==> config.mk <==
export PLATFORM = sky130hd
export DESIGN_NAME = option_trim_flash_timing_cfg
export DESIGN_NICKNAME = d
export VERILOG_FILES = /design/src/option_trim_pkg.sv /design/src/option_trim_flash_timing_cfg.sv /design/src/trim_store.sv
export SDC_FILE = /design/constraint.sdc
export NUM_CORES = 1
export LEC_CHECK = 0
export BUFFER_PORTS_ARGS = -buffer_cell sky130_fd_sc_hd__buf_4
export CORE_MARGIN = 2
export CORE_UTILIZATION = 57
export CTS_BUF_LIST = sky130_fd_sc_hd__clkbuf_2 sky130_fd_sc_hd__clkbuf_4 sky130_fd_sc_hd__clkbuf_8
export DETAILED_ROUTE_END_ITERATION = 16
export GPL_TIMING_DRIVEN = 1
export MAX_ROUTING_LAYER = met4
export PLACE_DENSITY = 0.89
export SLEW_MARGIN = 5
export SYNTH_ARGS = -nofsm -noshare
export SYNTH_HDL_FRONTEND = slang
export SYNTH_SLANG_ARGS = --single-unit
==> constraint.sdc <==
create_clock -name MCLK_IN -period 2.6 [get_ports MCLK_IN]
set_input_delay 0.13 -clock MCLK_IN [delete_from_list [all_inputs] [get_ports MCLK_IN]]
set_output_delay 0.13 -clock MCLK_IN [all_outputs]
set_load 0.02 [all_outputs]
==> src/option_trim_pkg.sv <==
// option_trim_pkg: register map, field positions, reset values and states
// assumes one system clock and a synchronous active-low reset
package option_trim_pkg;

	localparam int          ADDR_W           = 12;
	localparam int          DATA_W           = 8;
	localparam int          TRIM_COUNT       = 32;
	localparam int          TRIM_IDX_W       = 5;

	// register offsets
	localparam logic [11:0] TRIM_ADDR_OFS    = 12'h0ff6;
	localparam logic [11:0] TRIM_DATA_OFS    = 12'h0ff7;
	localparam logic [11:0] FREQ_HIGH_OFS    = 12'h0ffa;
	localparam logic [11:0] FREQ_LOW_OFS     = 12'h0ffb;
	localparam logic [11:0] OPTION0_OFS      = 12'h0ff0;
	localparam logic [11:0] OPTION1_OFS      = 12'h0ff1;
	localparam logic [11:0] LOAD_STATUS_OFS  = 12'h0ff2;

	// program memory and information area addresses
	localparam logic [15:0] OPTION0_MEM_ADDR = 16'h0000;
	localparam logic [15:0] OPTION1_MEM_ADDR = 16'h0001;
	localparam logic [15:0] TRIM_INFO_BASE   = 16'h0020;

	// option byte zero field positions
	localparam int          WDT_ACTION_BIT   = 7;
	localparam int          WDT_AUTO_BIT     = 6;
	localparam int          XTAL_HI_BIT      = 5;
	localparam int          XTAL_LO_BIT      = 4;
	localparam int          BROWNOUT_BIT     = 3;
	localparam int          READOUT_BIT      = 2;
	localparam int          MODIFY_BIT       = 0;

	// reset values and loader index bounds
	localparam logic [7:0]  BYTE_ZERO        = 8'h00;
	localparam logic [7:0]  ERASED_BYTE      = 8'hff;
	localparam logic [15:0] TIMING_RESET     = 16'h0000;
	localparam logic [4:0]  IDX_ZERO         = 5'h00;
	localparam logic [4:0]  IDX_LAST         = 5'h1f;

	typedef enum logic [2:0] {
		LOAD_OPT0,
		LOAD_OPT1,
		LOAD_TRIM,
		LOAD_DONE
	} load_state_type;

	typedef struct packed {
		logic       watchdog_timeout_action;
		logic       watchdog_auto_enable;
		logic [1:0] crystal_drive_select;
		logic       brownout_keep_on;
		logic       code_readout_block;
		logic       flash_modify_guard;
	} option_fields_type;

	typedef struct packed {
		logic [11:0] addr;
		logic [7:0]  wdata;
		logic        wr;
		logic        rd;
	} reg_req_type;

	typedef struct packed {
		logic [15:0] addr;
		logic        rd;
	} mem_req_type;

endpackage : option_trim_pkg

==> src/option_trim_flash_timing_cfg.sv <==
// option_trim_flash_timing_cfg: flash timing value, option byte latches, trim registers
// assumes program memory answers a read with data in the same cycle the strobe is up
//
// Design decision made here: the plain strobed port.
`timescale 1ns/1ps

module option_trim_flash_timing_cfg
	import option_trim_pkg::*;
(
	// clock and reset
	input  wire logic        MCLK_IN,
	input  wire logic        RSTN_IN,
	// register port
	input  wire logic [11:0] REG_ADDR_IN,
	input  wire logic [7:0]  REG_WDATA_IN,
	input  wire logic        REG_WR_IN,
	input  wire logic        REG_RD_IN,
	output logic      [7:0]  REG_RDATA_OUT,
	// program memory and information area read port
	output logic      [15:0] MEM_ADDR_OUT,
	output logic             MEM_RD_OUT,
	output logic             MEM_INFO_OUT,
	input  wire logic [7:0]  MEM_RDATA_IN,
	// load status
	output logic             LOAD_BUSY_OUT,
	// flash timing
	output logic      [15:0] FLASH_TIMING_VALUE_OUT,
	// active configuration
	output logic             WATCHDOG_TIMEOUT_ACTION_OUT,
	output logic             WATCHDOG_AUTO_ENABLE_OUT,
	output logic      [1:0]  CRYSTAL_DRIVE_SELECT_OUT,
	output logic             BROWNOUT_KEEP_ON_OUT,
	output logic             CODE_READOUT_BLOCK_OUT,
	output logic             FLASH_MODIFY_GUARD_OUT,
	output logic      [7:0]  OPTION_BYTE1_OUT
);

	typedef struct packed {
		load_state_type    state;
		logic              pending;
		logic [4:0]        load_idx;
		logic [7:0]        timing_high;
		logic [7:0]        timing_low;
		logic [7:0]        trim_addr;
		logic [7:0]        option0;
		logic [7:0]        option1;
		option_fields_type fields;
		logic [7:0]        rdata;
		mem_req_type       mem;
		logic              mem_info;
	} state_type;

	state_type   s_reg;
	state_type   s_next;
	reg_req_type req;
	logic        trim_wr;
	logic [4:0]  trim_wr_idx;
	logic [7:0]  trim_wr_data;
	logic [7:0]  trim_rd_data;
	logic        trim_in_range;

	assign req.addr  = REG_ADDR_IN;
	assign req.wdata = REG_WDATA_IN;
	assign req.wr    = REG_WR_IN;
	assign req.rd    = REG_RD_IN;

	assign trim_in_range = (s_reg.trim_addr[7:5] == 3'b000);

	trim_store #(
		.DEPTH (TRIM_COUNT),
		.IDX_W (TRIM_IDX_W)
	) u_trim_store (
		.clk_in      (MCLK_IN),
		.wr_in       (trim_wr),
		.wr_idx_in   (trim_wr_idx),
		.wr_data_in  (trim_wr_data),
		.rd_idx_in   (s_reg.trim_addr[4:0]),
		.rd_data_out (trim_rd_data)
	);

	// trim write mux: loader while loading, software afterwards
	always_comb
	begin
		trim_wr      = 1'b0;
		trim_wr_idx  = s_reg.load_idx;
		trim_wr_data = MEM_RDATA_IN;
		if (s_reg.state == LOAD_TRIM && s_reg.pending)
		begin
			trim_wr = 1'b1;
		end
		else if (s_reg.state == LOAD_DONE && req.wr && req.addr == TRIM_DATA_OFS
				&& trim_in_range)
		begin
			trim_wr      = 1'b1;
			trim_wr_idx  = s_reg.trim_addr[4:0];
			trim_wr_data = req.wdata;
		end
	end

	always_comb
	begin
		s_next         = s_reg;
		s_next.mem.rd  = 1'b0;
		s_next.pending = 1'b0;
		s_next.rdata   = BYTE_ZERO;
		if (!RSTN_IN)
		begin
			s_next.state       = LOAD_OPT0;
			s_next.load_idx    = IDX_ZERO;
			s_next.timing_high = BYTE_ZERO;
			s_next.timing_low  = BYTE_ZERO;
			s_next.trim_addr   = BYTE_ZERO;
			s_next.option0     = ERASED_BYTE;
			s_next.option1     = ERASED_BYTE;
			s_next.fields      = '1;
			s_next.mem.addr    = OPTION0_MEM_ADDR;
			s_next.mem_info    = 1'b0;
		end
		else
		begin
			case (s_reg.state)
				LOAD_OPT0:
				begin
					// option byte zero is fetched first
					if (s_reg.pending)
					begin
						s_next.option0  = MEM_RDATA_IN;
						s_next.state    = LOAD_OPT1;
						s_next.mem.addr = OPTION1_MEM_ADDR;
						s_next.mem.rd   = 1'b1;
						s_next.pending  = 1'b1;
					end
					else
					begin
						s_next.mem.addr = OPTION0_MEM_ADDR;
						s_next.mem.rd   = 1'b1;
						s_next.pending  = 1'b1;
					end
				end
				LOAD_OPT1:
				begin
					if (s_reg.pending)
					begin
						s_next.option1  = MEM_RDATA_IN;
						s_next.state    = LOAD_TRIM;
						s_next.load_idx = IDX_ZERO;
						s_next.mem.addr = TRIM_INFO_BASE;
						s_next.mem_info = 1'b1;
						s_next.mem.rd   = 1'b1;
						s_next.pending  = 1'b1;
					end
				end
				LOAD_TRIM:
				begin
					if (s_reg.pending)
					begin
						if (s_reg.load_idx == IDX_LAST)
						begin
							s_next.state    = LOAD_DONE;
							s_next.mem_info = 1'b0;
							// latch fields once, held until next reset
							s_next.fields.watchdog_timeout_action = s_reg.option0[WDT_ACTION_BIT];
							s_next.fields.watchdog_auto_enable = s_reg.option0[WDT_AUTO_BIT];
							s_next.fields.crystal_drive_select =
								s_reg.option0[XTAL_HI_BIT:XTAL_LO_BIT];
							s_next.fields.brownout_keep_on = s_reg.option0[BROWNOUT_BIT];
							s_next.fields.code_readout_block = s_reg.option0[READOUT_BIT];
							s_next.fields.flash_modify_guard = s_reg.option0[MODIFY_BIT];
						end
						else
						begin
							s_next.load_idx = s_reg.load_idx + 5'h01;
							s_next.mem.addr = s_reg.mem.addr + 16'h0001;
							s_next.mem.rd   = 1'b1;
							s_next.pending  = 1'b1;
						end
					end
				end
				LOAD_DONE:
				begin
					// no path back to loading except reset
					if (req.wr)
					begin
						if (req.addr == FREQ_HIGH_OFS)
						begin
							s_next.timing_high = req.wdata;
						end
						else if (req.addr == FREQ_LOW_OFS)
						begin
							s_next.timing_low = req.wdata;
						end
						else if (req.addr == TRIM_ADDR_OFS)
						begin
							s_next.trim_addr = req.wdata;
						end
					end
				end
				default:
				begin
					s_next.state = LOAD_OPT0;
				end
			endcase
			if (req.rd)
			begin
				if (req.addr == FREQ_HIGH_OFS)
				begin
					s_next.rdata = s_reg.timing_high;
				end
				else if (req.addr == FREQ_LOW_OFS)
				begin
					s_next.rdata = s_reg.timing_low;
				end
				else if (req.addr == TRIM_ADDR_OFS)
				begin
					s_next.rdata = s_reg.trim_addr;
				end
				else if (req.addr == TRIM_DATA_OFS && trim_in_range)
				begin
					s_next.rdata = trim_rd_data;
				end
				else if (req.addr == OPTION0_OFS)
				begin
					s_next.rdata = s_reg.option0;
				end
				else if (req.addr == OPTION1_OFS)
				begin
					s_next.rdata = s_reg.option1;
				end
				else if (req.addr == LOAD_STATUS_OFS)
				begin
					s_next.rdata = {7'b000_0000, (s_reg.state != LOAD_DONE)};
				end
			end
		end
	end

	always_ff @(posedge MCLK_IN)
	begin
		s_reg <= s_next;
	end

	assign REG_RDATA_OUT               = s_reg.rdata;
	assign MEM_ADDR_OUT                = s_reg.mem.addr;
	assign MEM_RD_OUT                  = s_reg.mem.rd;
	assign MEM_INFO_OUT                = s_reg.mem_info;
	assign LOAD_BUSY_OUT               = (s_reg.state != LOAD_DONE);
	assign FLASH_TIMING_VALUE_OUT      = {s_reg.timing_high, s_reg.timing_low};
	assign WATCHDOG_TIMEOUT_ACTION_OUT = s_reg.fields.watchdog_timeout_action;
	assign WATCHDOG_AUTO_ENABLE_OUT    = s_reg.fields.watchdog_auto_enable;
	assign CRYSTAL_DRIVE_SELECT_OUT    = s_reg.fields.crystal_drive_select;
	assign BROWNOUT_KEEP_ON_OUT        = s_reg.fields.brownout_keep_on;
	assign CODE_READOUT_BLOCK_OUT      = s_reg.fields.code_readout_block;
	assign FLASH_MODIFY_GUARD_OUT      = s_reg.fields.flash_modify_guard;
	assign OPTION_BYTE1_OUT            = s_reg.option1;

endmodule : option_trim_flash_timing_cfg

==> src/trim_store.sv <==
// trim_store: working copy of the trim values, one write and one read port
// assumes writes come from the loader or software, never both in one cycle
`timescale 1ns/1ps
module trim_store
	import option_trim_pkg::*;
#(
	parameter int DEPTH = TRIM_COUNT,
	parameter int IDX_W = TRIM_IDX_W
)(
	// clock
	input  wire logic             clk_in,
	// write port
	input  wire logic             wr_in,
	input  wire logic [IDX_W-1:0] wr_idx_in,
	input  wire logic [7:0]       wr_data_in,
	// read port
	input  wire logic [IDX_W-1:0] rd_idx_in,
	output logic      [7:0]       rd_data_out
);

	logic [7:0] mem_reg [DEPTH];

	always_ff @(posedge clk_in)
	begin
		if (wr_in)
		begin
			mem_reg[wr_idx_in] <= wr_data_in;
		end
	end

	assign rd_data_out = mem_reg[rd_idx_in];

endmodule : trim_store
==> flow_metrics.py, run 1 <==
metrics = {
    "detailed_routing": {
        "avgRoutedWirePerCell_um": 24.72,
        "num_vias": 9752,
        "wirelength_um": 37210,
        "antenna_left": 0,
        "drtIter0Drc": 1548,
        "vias_per_cell": 6.480,
        "drc_errors": 0,
        "drt_pass1_iterations": 8,
    },
    "yosys": {
        "ys.flop_type": "edfxtp_1",
        "synth_cell_types": 54,
        "postSynthRegisterBits": 341,
        "synthArstFlopShare_pct": 0,
        "ys_top_cells_by_count": "edfxtp_1 (256), nand2_1 (108), dfxtp_1 (85)",
        "synth_edf_count": 256,
        "ys_seq_area_share_pct": 64.63,
        "yosys.area.top_type_share_pct": 52.92,
        "syn_area_per_cell_um2": 14.56,
        "synth_warnings": 0,
        "yosysTopAreaCell": "edfxtp_1",
        "synthTopCellsByArea": "edfxtp_1 (53%), dfxtp_1 (12%), mux4_2 (8.5%)",
        "yosysMostFrequentCell": "edfxtp_1",
        "synth_cells": 998,
        "synth_area_um2": 14530,
        "syn_nets": 1039,
    },
    "job": {
        "maxCapViolations": 0,
    },
    "die": {
        "die_h_um": 163.6,
        "io-pin-count": 90,
        "fp-row-count": 58,
        "start_util_pct": 57.85,
        "dieWidth_um": 163.6,
        "die_area_um2": 26780,
        "core_um2": 25110,
    },
    "sta": {
        "fin_crit_ns": 2.500,
        "relSlewSlack_pct": 49.71,
        "finalSetupViolCount": 0,
        "timing.hold.ws_ns": 0.04712,
        "slew_viol_final": 0,
        "post-route-period-util_pct": 96.15,
        "rsz0062_at_grt": "no",
        "final_hold_viol_count": 0,
        "fin_worst_skew_ns": 0.04370,
        "fmax_mhz": 400.0,
        "tightest_slew_ns": 0.7544,
    },
    "grt": {
        "grt-ovfl-total": 0,
        "grt_pass1_wl_um": 54720,
        "grtUsageTotal_pct": 28.21,
        "grt_max_degree": 48,
        "grt_pass1_vias": 9400,
        "antenna_found_initial": 0,
    },
    "finish": {
        "antenna_cells": 0,
        "layout.nets": 1175,
        "layout.cells.non_filler": 1505,
        "largest_register_ffs": 256,
        "areaGrowthSynthToFinish_pct": 16.15,
        "drive_gt1_share_pct": 28.17,
    },
    "worst_setup_path": {
        "worstSetupPathType": "reg2reg",
        "cp_max_fo": 12,
        "start_kind": "flop",
        "worstSetupEndpointType": "flop",
        "reg2reg_depth": 6,
        "r2r_slack_ns": 0.10,
        "worst_r2r_endpoint": "REG_RDATA_OUT[5]",
        "worstPathCellList": "buf_4, mux4_2, mux2i_1, a311oi_2, o21ai_0, a221oi_1",
        "cp.arrival_ns": 2.95,
        "crit_required_ns": 3.05,
        "cpPeakStageDelay_ns": 0.58,
        "cp_slowest_cell": "mux4_2",
    },
    "clocking": {
        "cts_tree": "done",
        "path_clk_slew_ns": 0.07,
        "insertion_delay_ns": 0.60,
        "htreeDepth": 2,
        "cts_buffers": 52,
        "clock_sinks": 341,
        "clockBufferDepth": 3,
        "root_buffer": "clkbuf_8",
    },
    "pwr": {
        "p_clk_share_pct": 38.8,
        "p_leak_nw": 5.820,
        "p_sw_w": 0.002763,
        "p_seq_share_pct": 52.9,
        "total_power_w": 0.01143,
        "powerDensity_nw_per_um2": 677.2,
        "p_comb_share_pct": 8.2,
        "p_sw_share_pct": 24.18,
        "power.internal_w": 0.008663,
        "vdd_drop_max_mv": 0.5451,
    },
    "worst_hold_path": {
        "hold_depth": 4,
        "hp-class": "in2reg",
        "hold_path_end": "REG_RDATA_OUT[0]",
        "hold_start": "REG_ADDR_IN[2]",
    },
    "place": {
        "port_buffers": 89,
        "globalplace.congestion": 0.9594,
        "dp.cells": 1384,
        "hpwl_um": 22810,
    },
    "status": {
        "status": "complete, no violations",
    },
}
[final cells by class]
class	count	area, µm²
flip-flops and latches	341	9394
fillers	1498	8237
multi-input cells	553	4523
repair buffers	183	1474
clock buffers	70	900.9
well taps	330	412.9
clock inverters	25	156.4
inverters	3	11.26
[metal layers]
layer / vias up / GRT usage, % / share of wire, %
met5: - / - / 0
met4: 0 / 13.92 / 5.6
met3: 183 / 6.475 / 11
met2: 788 / 45.13 / 48
met1: 4733 / 34.00 / 35
li1: 4048 / - / -
[worst max path at each step]
stage	end	cells past startpoint	slack, ns	from
finish	REG_RDATA_OUT[5]	6	0.10	flop
floorplan	u_trim_store.mem_reg[0][0]	8	-0.21	s_reg[79]
global route	u_trim_store.mem_reg[28][4]	8	0.02	s_reg[79]
detailed placement	u_trim_store.mem_reg[28][3]	8	-0.06	s_reg[79]
global placement	u_trim_store.mem_reg[28][6]	8	0.06	s_reg[79]
CTS	u_trim_store.mem_reg[13][6]	8	0.05	s_reg[79]
[power by group through the flow]
stage	registers [W]	clock network (W)	logic [W]
floorplan	0.00614	0	0.000560
global placement	0.00615	0	0.000810
CTS	0.00604	0.00446	0.000904
finish	0.00605	0.00444	0.000939
global route	0.00606	0.00469	0.00101
detailed placement	0.00616	0	0.000841
[logic make-up after synthesis]
logic type	Yosys count	share of synthesized area, %
buf+inv	104	4.384
xor+xnor	11	0.6633
fa+ha+maj	9	0.7752
flops	341	64.63
simple gates	291	9.931
compound gates	118	5.056
mux	124	14.56
[placed cells by master (no fill, tap or decap), types with 11 or more instances in the layout]
master	instances
dlygate4sd3_1	22
clkbuf_8	60
nor3_1	15
mux2i_1	41
nand3_1	34
nand2_1	108
o21ai_1	24
a21boi_0	11
o21ai_0	37
dfxtp_1	83
mux2_2	18
mux4_2	55
edfxtp_1	256
buf_4	157
nor2b_1	24
nor2_1	42
[what timing repair did]
item	in CTS	in global routing
gates resized for setup	2	9
setup buffers	0	4
pin swaps	0	0
endpoints found under the hold margin	61	0
hold buffers	22	0
endpoints found under the setup margin	46	131
cloned	0	0
[per-stage QoR]
step           util, %  setup TNS, ns  cell area (µm²)  worst slack [ns]
2_1_floorplan        -         -10.25            14530           -0.2135
3_3_place_gp     61.87              0            15530           0.06040
3_5_place_dp     61.87        -0.3970            15530          -0.05835
4_1_cts          66.97              0            16810           0.05157
5_1_grt          67.20              0            16870           0.01983
6_report         67.20              0            16870            0.1001
[worst max-delay path, delay by kind of cell, from the launching register on]
| kind | cells | cell delay (ns) |
|---|---|---|
| AO/OA/AOI/OAI | 3 | 0.55 |
| flip-flops | 1 | 0.51 |
| multiplexers | 2 | 0.99 |
| buffers and inverters | 1 | 0.27 |
Note: power is estimated with default switching activity, not from simulation.
==> run 2, diff against run 1 <==
--- a/config.mk
+++ b/config.mk
@@ -16,4 +16,5 @@
 export SLEW_MARGIN = 5
 export SYNTH_ARGS = -nofsm -noshare
 export SYNTH_HDL_FRONTEND = slang
+export SYNTH_HIERARCHICAL = 1
 export SYNTH_SLANG_ARGS = --single-unit
==> run 2 against run 1 <==
Effect of this change: the run now ends with negative setup slack left; synthesized cell count is 6.7% lower; via count is 7.7% lower; highest routed layer unchanged; total power is 2.3% lower; first-iteration DRC count is 20% lower; routed wire length is 7.6% lower; combinational power is 8% higher; synthesized area is 1.4% lower; flip-flop and latch count is 5 lower; core utilization is 0.53 points higher.
==> flow_metrics.py, run 2 <==
metrics = {
    "clocking": {
        "path_clk_slew_ns": 0.07,
        "cts_tree": "done",
        "root_buffer": "clkbuf_8",
        "htreeDepth": 2,
        "clock_sinks": 336,
        "insertion_delay_ns": 0.59,
        "cts_buffers": 50,
        "clockBufferDepth": 3,
    },
    "pwr": {
        "vdd_drop_max_mv": 0.4337,
        "p_leak_nw": 5.686,
        "powerDensity_nw_per_um2": 662.5,
    },
    "finish": {
        "largest_register_ffs": 256,
        "drive_gt1_share_pct": 35.11,
        "fillCellCount": 1503,
        "mostFrequentLayoutCell": "edfxtp_1",
        "utilization_pct": 67.72,
        "fin_area_um2": 16860,
        "layout.cells.non_filler": 1436,
        "seq_area_um2": 9295,
        "multi_input_area_um2": 4611,
        "areaGrowthSynthToFinish_pct": 17.71,
        "final_cell_mix": "edfxtp_1 (256), buf_4 (143), nand2_1 (96)",
        "layout.nets": 1106,
    },
    "grt": {
        "grt_use_met2_pct": 42.84,
        "antenna_found_initial": 1,
        "grt_pass1_wl_um": 51430,
        "use_met1_pct": 33.65,
        "gr-usage-met3_pct": 5.373,
        "grtUsageTotal_pct": 26.64,
        "grt_pass1_vias": 8948,
        "grt_max_degree": 57,
        "grt-ovfl-total": 0,
        "top_usage_layer": "met2",
    },
    "sta": {
        "slew_viol_final": 0,
        "postLayoutSetupSlackWorst_ns": -0.1485,
        "post-route-period-util_pct": 105.7,
        "fmax_mhz": 363.8,
        "finalSetupViolCount": 195,
        "rsz0062_at_grt": "yes",
        "timing.hold.ws_ns": 0.02063,
        "fin_crit_ns": 2.749,
        "fin_worst_skew_ns": 0.03757,
        "tns_ns": -15.65,
        "final_hold_viol_count": 0,
        "tightest_slew_ns": 0.8217,
        "relSlewSlack_pct": 45.22,
    },
    "place": {
        "hpwl_um": 21760,
        "placed_cell_area_um2": 15480,
        "port_buffers": 89,
        "dp.cells": 1312,
        "globalplace.congestion": 0.9307,
    },
    "die": {
        "core_um2": 24890,
        "start_util_pct": 57.53,
        "dieWidth_um": 162.5,
        "fp-row-count": 58,
        "die_area_um2": 26410,
        "die_h_um": 162.5,
        "io-pin-count": 90,
    },
    "detailed_routing": {
        "drtIter0Drc": 1236,
        "vias_per_cell": 6.265,
        "num_vias": 8997,
        "wirelength_um": 34390,
        "antenna_left": 0,
        "drt_pass1_iterations": 5,
        "drc_errors": 0,
        "avgRoutedWirePerCell_um": 23.95,
    },
    "yosys": {
        "postSynthRegisterBits": 336,
        "synth_warnings": 6,
        "yosysTopAreaCell": "edfxtp_1",
        "ys_top_cells_by_count": "edfxtp_1 (256), nand2_1 (97), dfxtp_1 (80), mux4_2 (80), buf_4 (57)",
        "synthArstFlopShare_pct": 0,
        "ys.flop_type": "edfxtp_1",
        "yosys.area.top_type_share_pct": 53.68,
        "synth_cells": 931,
        "synth_cell_types": 61,
        "synth_edf_count": 256,
        "syn_area_per_cell_um2": 15.38,
        "yosysMostFrequentCell": "edfxtp_1",
        "syn_nets": 971,
        "synthTopCellsByArea": "edfxtp_1 (54%), mux4_2 (13%), dfxtp_1 (11%)",
        "synth_area_um2": 14320,
        "ys_seq_area_share_pct": 64.86,
    },
    "worst_setup_path": {
        "cpPeakStageDelay_ns": 0.50,
        "worstSetupPathType": "reg2reg",
        "cp_max_fo": 8,
        "cp.arrival_ns": 2.97,
        "worstPathCellList": "or3_4, and4bb_1, nand3_4, mux2_2, or3b_4, nor2_4",
        "start_kind": "flop",
        "cp_slowest_cell": "or3b_4",
        "worstSetupEndpointType": "flop",
        "crit_required_ns": 2.83,
        "reg2reg_depth": 6,
    },
    "worst_hold_path": {
        "hold_depth": 4,
        "hp-class": "in2reg",
    },
    "status": {
        "violations": "negative setup slack",
        "status": "finished, violations left",
    },
    "job": {
        "maxCapViolations": 0,
    },
}
==> run 2: cell count changes after synthesis, sizes merged, moves of 7 or more <==
cell    change
nor2b      -22
nand2      -11
or3         +7
a21oi      +26
nor3       -11
a21boi     -10
nor3b       -7
nor2       +11
mux4       +15
a31oi       -7
mux2i       -7
o21ai      -43
==> run 2: worst paths after layout <==
path	startpoint	end	slack [ns]
max	s_reg[56]	u_trim_store/mem_reg[11][7]	-0.15
min	REG_ADDR_IN[0]	REG_RDATA_OUT[0]	0.02
max reg2reg	s_reg[56]	u_trim_store/mem_reg[11][7]	-0.15
min reg2reg	CRYSTAL_DRIVE_SELECT_OUT[1]	CRYSTAL_DRIVE_SELECT_OUT[1]	0.47
==> run 2: cell families (layout without fill, tap and decap cells) <==
logic type               Yosys count  count (layout)  share of synthesized area [%]
flip-flops                       336             336                          64.86
AND/OR/NAND/NOR                  261             261                          8.981
multiplexers                     136             136                          16.95
buffers and inverters            105             279                          4.438
AO/OA/AOI/OAI                     82              82                          3.888
adder cells (fa/ha/maj)            8               8                         0.6990
XOR/XNOR                           3               3                         0.1835
other                              0               1                              0
==> run 2: power breakdown <==
part           internal, W  total, W  switching [W]
clock              0.00224   0.00420        0.00195
sequential         0.00587   0.00596      0.0000953
combinational     0.000361   0.00101       0.000648
total              0.00847    0.0112        0.00270
==> run 2: repair_timing <==
action / 4_1_cts / 5_1_grt
setup buffers: 3 / 8
setup endpoints to repair: 159 / 236
gates cloned: 0 / 0
gates resized for setup: 6 / 19
hold buffers: 21 / 0
pin swaps: 5 / 7
endpoints found under the hold margin: 50 / 0
==> run 2: worst max-delay path: cells and delay by family, from the launching register on <==
kind | cells | cell delay [ns]
flip-flops | 1 | 0.32
multiplexers | 1 | 0.40
AND/OR/NAND/NOR | 5 | 1.66
==> run 2: metal layers <==
layer / part of all wire, % / vias to the layer above
met4: 4.3 / 0
met1: 37 / 4479
met3: 8.9 / 145
met2: 50 / 550
met5: 0 / -
li1: - / 3823
==> run 2: stage by stage <==
stage	power, W	setup slack (ns)
finish	0.01117	-0.1485
global route	0.01151	-0.1912
CTS	0.01113	-0.08489
detailed placement	0.006990	-0.09991
global placement	0.006949	0.008536
floorplan	0.006683	-0.1211
==> run 2: layout make-up <==
| type | count | share of cell area [%] |
|---|---|---|
| diodes | 1 | 0.01484 |
| clock buffers | 71 | 5.129 |
| clock inverters | 20 | 0.6903 |
| inverters | 8 | 0.1781 |
| multi-input cells | 490 | 27.35 |
| flip-flops and latches | 336 | 55.14 |
| well taps | 330 | 2.449 |
| repair buffers | 180 | 9.048 |
==> run 3, diff against run 2 <==
--- a/config.mk
+++ b/config.mk
@@ -6,12 +6,12 @@
 export NUM_CORES = 1
 export LEC_CHECK = 0
 export BUFFER_PORTS_ARGS = -buffer_cell sky130_fd_sc_hd__buf_4
+export CORE_ASPECT_RATIO = 1.25
 export CORE_MARGIN = 2
 export CORE_UTILIZATION = 57
 export CTS_BUF_LIST = sky130_fd_sc_hd__clkbuf_2 sky130_fd_sc_hd__clkbuf_4 sky130_fd_sc_hd__clkbuf_8
 export DETAILED_ROUTE_END_ITERATION = 16
 export GPL_TIMING_DRIVEN = 1
-export MAX_ROUTING_LAYER = met4
 export PLACE_DENSITY = 0.89
 export SLEW_MARGIN = 5
 export SYNTH_ARGS = -nofsm -noshare
==> run 3 against run 2 <==
Effect of this change: the run still ends with negative setup slack left; core utilization is 1.4 points higher; clock-buffer cell count is 6 lower; via count is 1.0% higher.
==> flow_metrics.py, run 3 (same netlist as run 2, synthesis figures left out) <==
metrics = {
    "worst_setup_path": {
        "cpPeakStageDelay_ns": 0.55,
        "cp.arrival_ns": 2.95,
        "worstPathCellList": "or3_4, and4bb_1, nand3_4, mux2_4, or3b_4, nor2_4",
        "crit_required_ns": 2.82,
        "cp_num_buf_inv": 0,
        "reg2reg_depth": 6,
        "cp_slowest_cell": "or3b_4",
        "cp_max_fo": 8,
        "crit_family": "simple AND/OR/NAND/NOR gates",
        "start_kind": "flop",
        "cp.depth": 6,
        "worstSetupPathType": "reg2reg",
        "worstSetupEndpointType": "flop",
    },
    "grt": {
        "grt_pass1_wl_um": 52500,
        "use_met1_pct": 30.45,
        "grt_pass1_vias": 9280,
        "grtUsageTotal_pct": 25.82,
        "gr-usage-met3_pct": 4.066,
        "grt_use_met2_pct": 46.02,
        "antenna_found_initial": 0,
        "grt-ovfl-total": 0,
        "top_usage_layer": "met2",
        "grt_max_degree": 35,
    },
    "pwr": {
        "p_seq_share_pct": 54.5,
        "p_sw_w": 0.002652,
        "p_sw_share_pct": 24.27,
        "vdd_drop_max_mv": 0.3463,
        "total_power_w": 0.01093,
        "p_comb_share_pct": 9.1,
        "p_leak_nw": 5.751,
        "power.internal_w": 0.008276,
        "p_clk_share_pct": 36.4,
        "powerDensity_nw_per_um2": 643.1,
    },
    "finish": {
        "largest_register_ffs": 256,
        "layout.nets": 1112,
        "mostFrequentLayoutCell": "edfxtp_1",
        "antenna_cells": 0,
        "layout.cells.non_filler": 1437,
        "final_cell_mix": "edfxtp_1 (256), buf_4 (143), nand2_1 (96)",
        "areaGrowthSynthToFinish_pct": 18.66,
        "multi_input_area_um2": 4654,
        "fillCellCount": 1406,
        "drive_gt1_share_pct": 36.04,
        "fin_area_um2": 16990,
        "seq_area_um2": 9294,
    },
    "clocking": {
        "insertion_delay_ns": 0.57,
        "cts_tree": "done",
        "root_buffer": "clkbuf_8",
        "htreeDepth": 2,
        "cts_buffers": 48,
        "path_clk_slew_ns": 0.06,
        "clockBufferDepth": 3,
        "clock_sinks": 336,
    },
    "die": {
        "die_area_um2": 26420,
        "start_util_pct": 58.26,
        "fp-row-count": 64,
        "dieWidth_um": 145.8,
        "die_h_um": 181.2,
        "core_um2": 24580,
        "io-pin-count": 90,
    },
    "status": {
        "violations": "negative setup slack",
        "status": "finished, violations left",
    },
    "sta": {
        "slew_viol_final": 0,
        "timing.hold.ws_ns": 0.1352,
        "fin_worst_skew_ns": 0.03167,
        "postLayoutSetupSlackWorst_ns": -0.1230,
        "fin_crit_ns": 2.723,
        "finalSetupViolCount": 202,
        "post-route-period-util_pct": 104.7,
        "final_hold_viol_count": 0,
        "relSlewSlack_pct": 58.79,
        "tightest_slew_ns": 0.6173,
        "fmax_mhz": 367.2,
        "rsz0062_at_grt": "yes",
    },
    "place": {
        "dp_slack_ns": -0.2278,
        "globalplace.congestion": 0.9728,
        "port_buffers": 89,
        "hpwl_um": 22130,
        "dp.cells": 1318,
        "placed_cell_area_um2": 15580,
    },
    "detailed_routing": {
        "drc_errors": 0,
        "avgRoutedWirePerCell_um": 24.98,
        "drtIter0Drc": 943,
        "num_vias": 9091,
        "antenna_left": 0,
        "vias_per_cell": 6.326,
        "wirelength_um": 35890,
        "drt_pass1_iterations": 9,
    },
    "job": {
        "maxCapViolations": 0,
    },
    "worst_hold_path": {
        "hold_depth": 4,
        "hp-class": "in2reg",
    },
}
==> run 3: repair_timing <==
action / in CTS / in global routing
endpoints found under the setup margin: 259 / 213
hold endpoints to repair: 44 / 0
cloned: 0 / 1
gates resized for setup: 9 / 30
setup buffers: 8 / 6
pin swaps: 9 / 10
hold buffers: 19 / 0
==> run 3: worst paths after layout <==
| path | start | slack [ns] | endpoint |
|---|---|---|---|
| min | REG_ADDR_IN[0] | 0.14 | REG_RDATA_OUT[5] |
| max reg2reg | s_reg[55] | -0.12 | u_trim_store/mem_reg[16][6] |
| max | s_reg[55] | -0.12 | u_trim_store/mem_reg[16][6] |
| min reg2reg | CRYSTAL_DRIVE_SELECT_OUT[1] | 0.48 | CRYSTAL_DRIVE_SELECT_OUT[1] |
==> run 3: stage by stage <==
step,TNS (ns),utilization (%)
finish,-11.86,69.13
global route,-15.02,69.13
CTS,-4.995,68.36
detailed placement,-28.21,63.36
global placement,-14.63,63.36
floorplan,-15.80,-
==> run 3: area by class of cell <==
class,count,share of cell area [%]
Tap cell,330,2.430
Sequential cell,336,54.69
Clock inverter,20,0.5301
Clock buffer,65,4.823
Inverter,8,0.1767
Multi-Input combinational cell,490,27.39
Timing Repair Buffer,188,9.962
==> run 3: worst reg2reg max path: cells and delay by family (launching register included) <==
| family | cells | cell delay, ns |
|---|---|---|
| multiplexers | 1 | 0.35 |
| AND/OR/NAND/NOR | 5 | 1.71 |
| flip-flops | 1 | 0.32 |
==> run 3: routing by layer <==
layer  share of wire (%)  vias up
met5                   0        -
met4                 5.2        0
met3                 7.8      132
met2                  52      594
met1                  35     4524
li1                    -     3841
==> run 3: power by group through the flow <==
stage                     logic [W]  clock network, W  registers, W
after floorplan            0.000627                 0       0.00606
after global placement     0.000896                 0       0.00606
after detailed placement   0.000926                 0       0.00607
after CTS                  0.000957           0.00399       0.00595
after global routing        0.00107           0.00425       0.00596
final                      0.000992           0.00398       0.00596
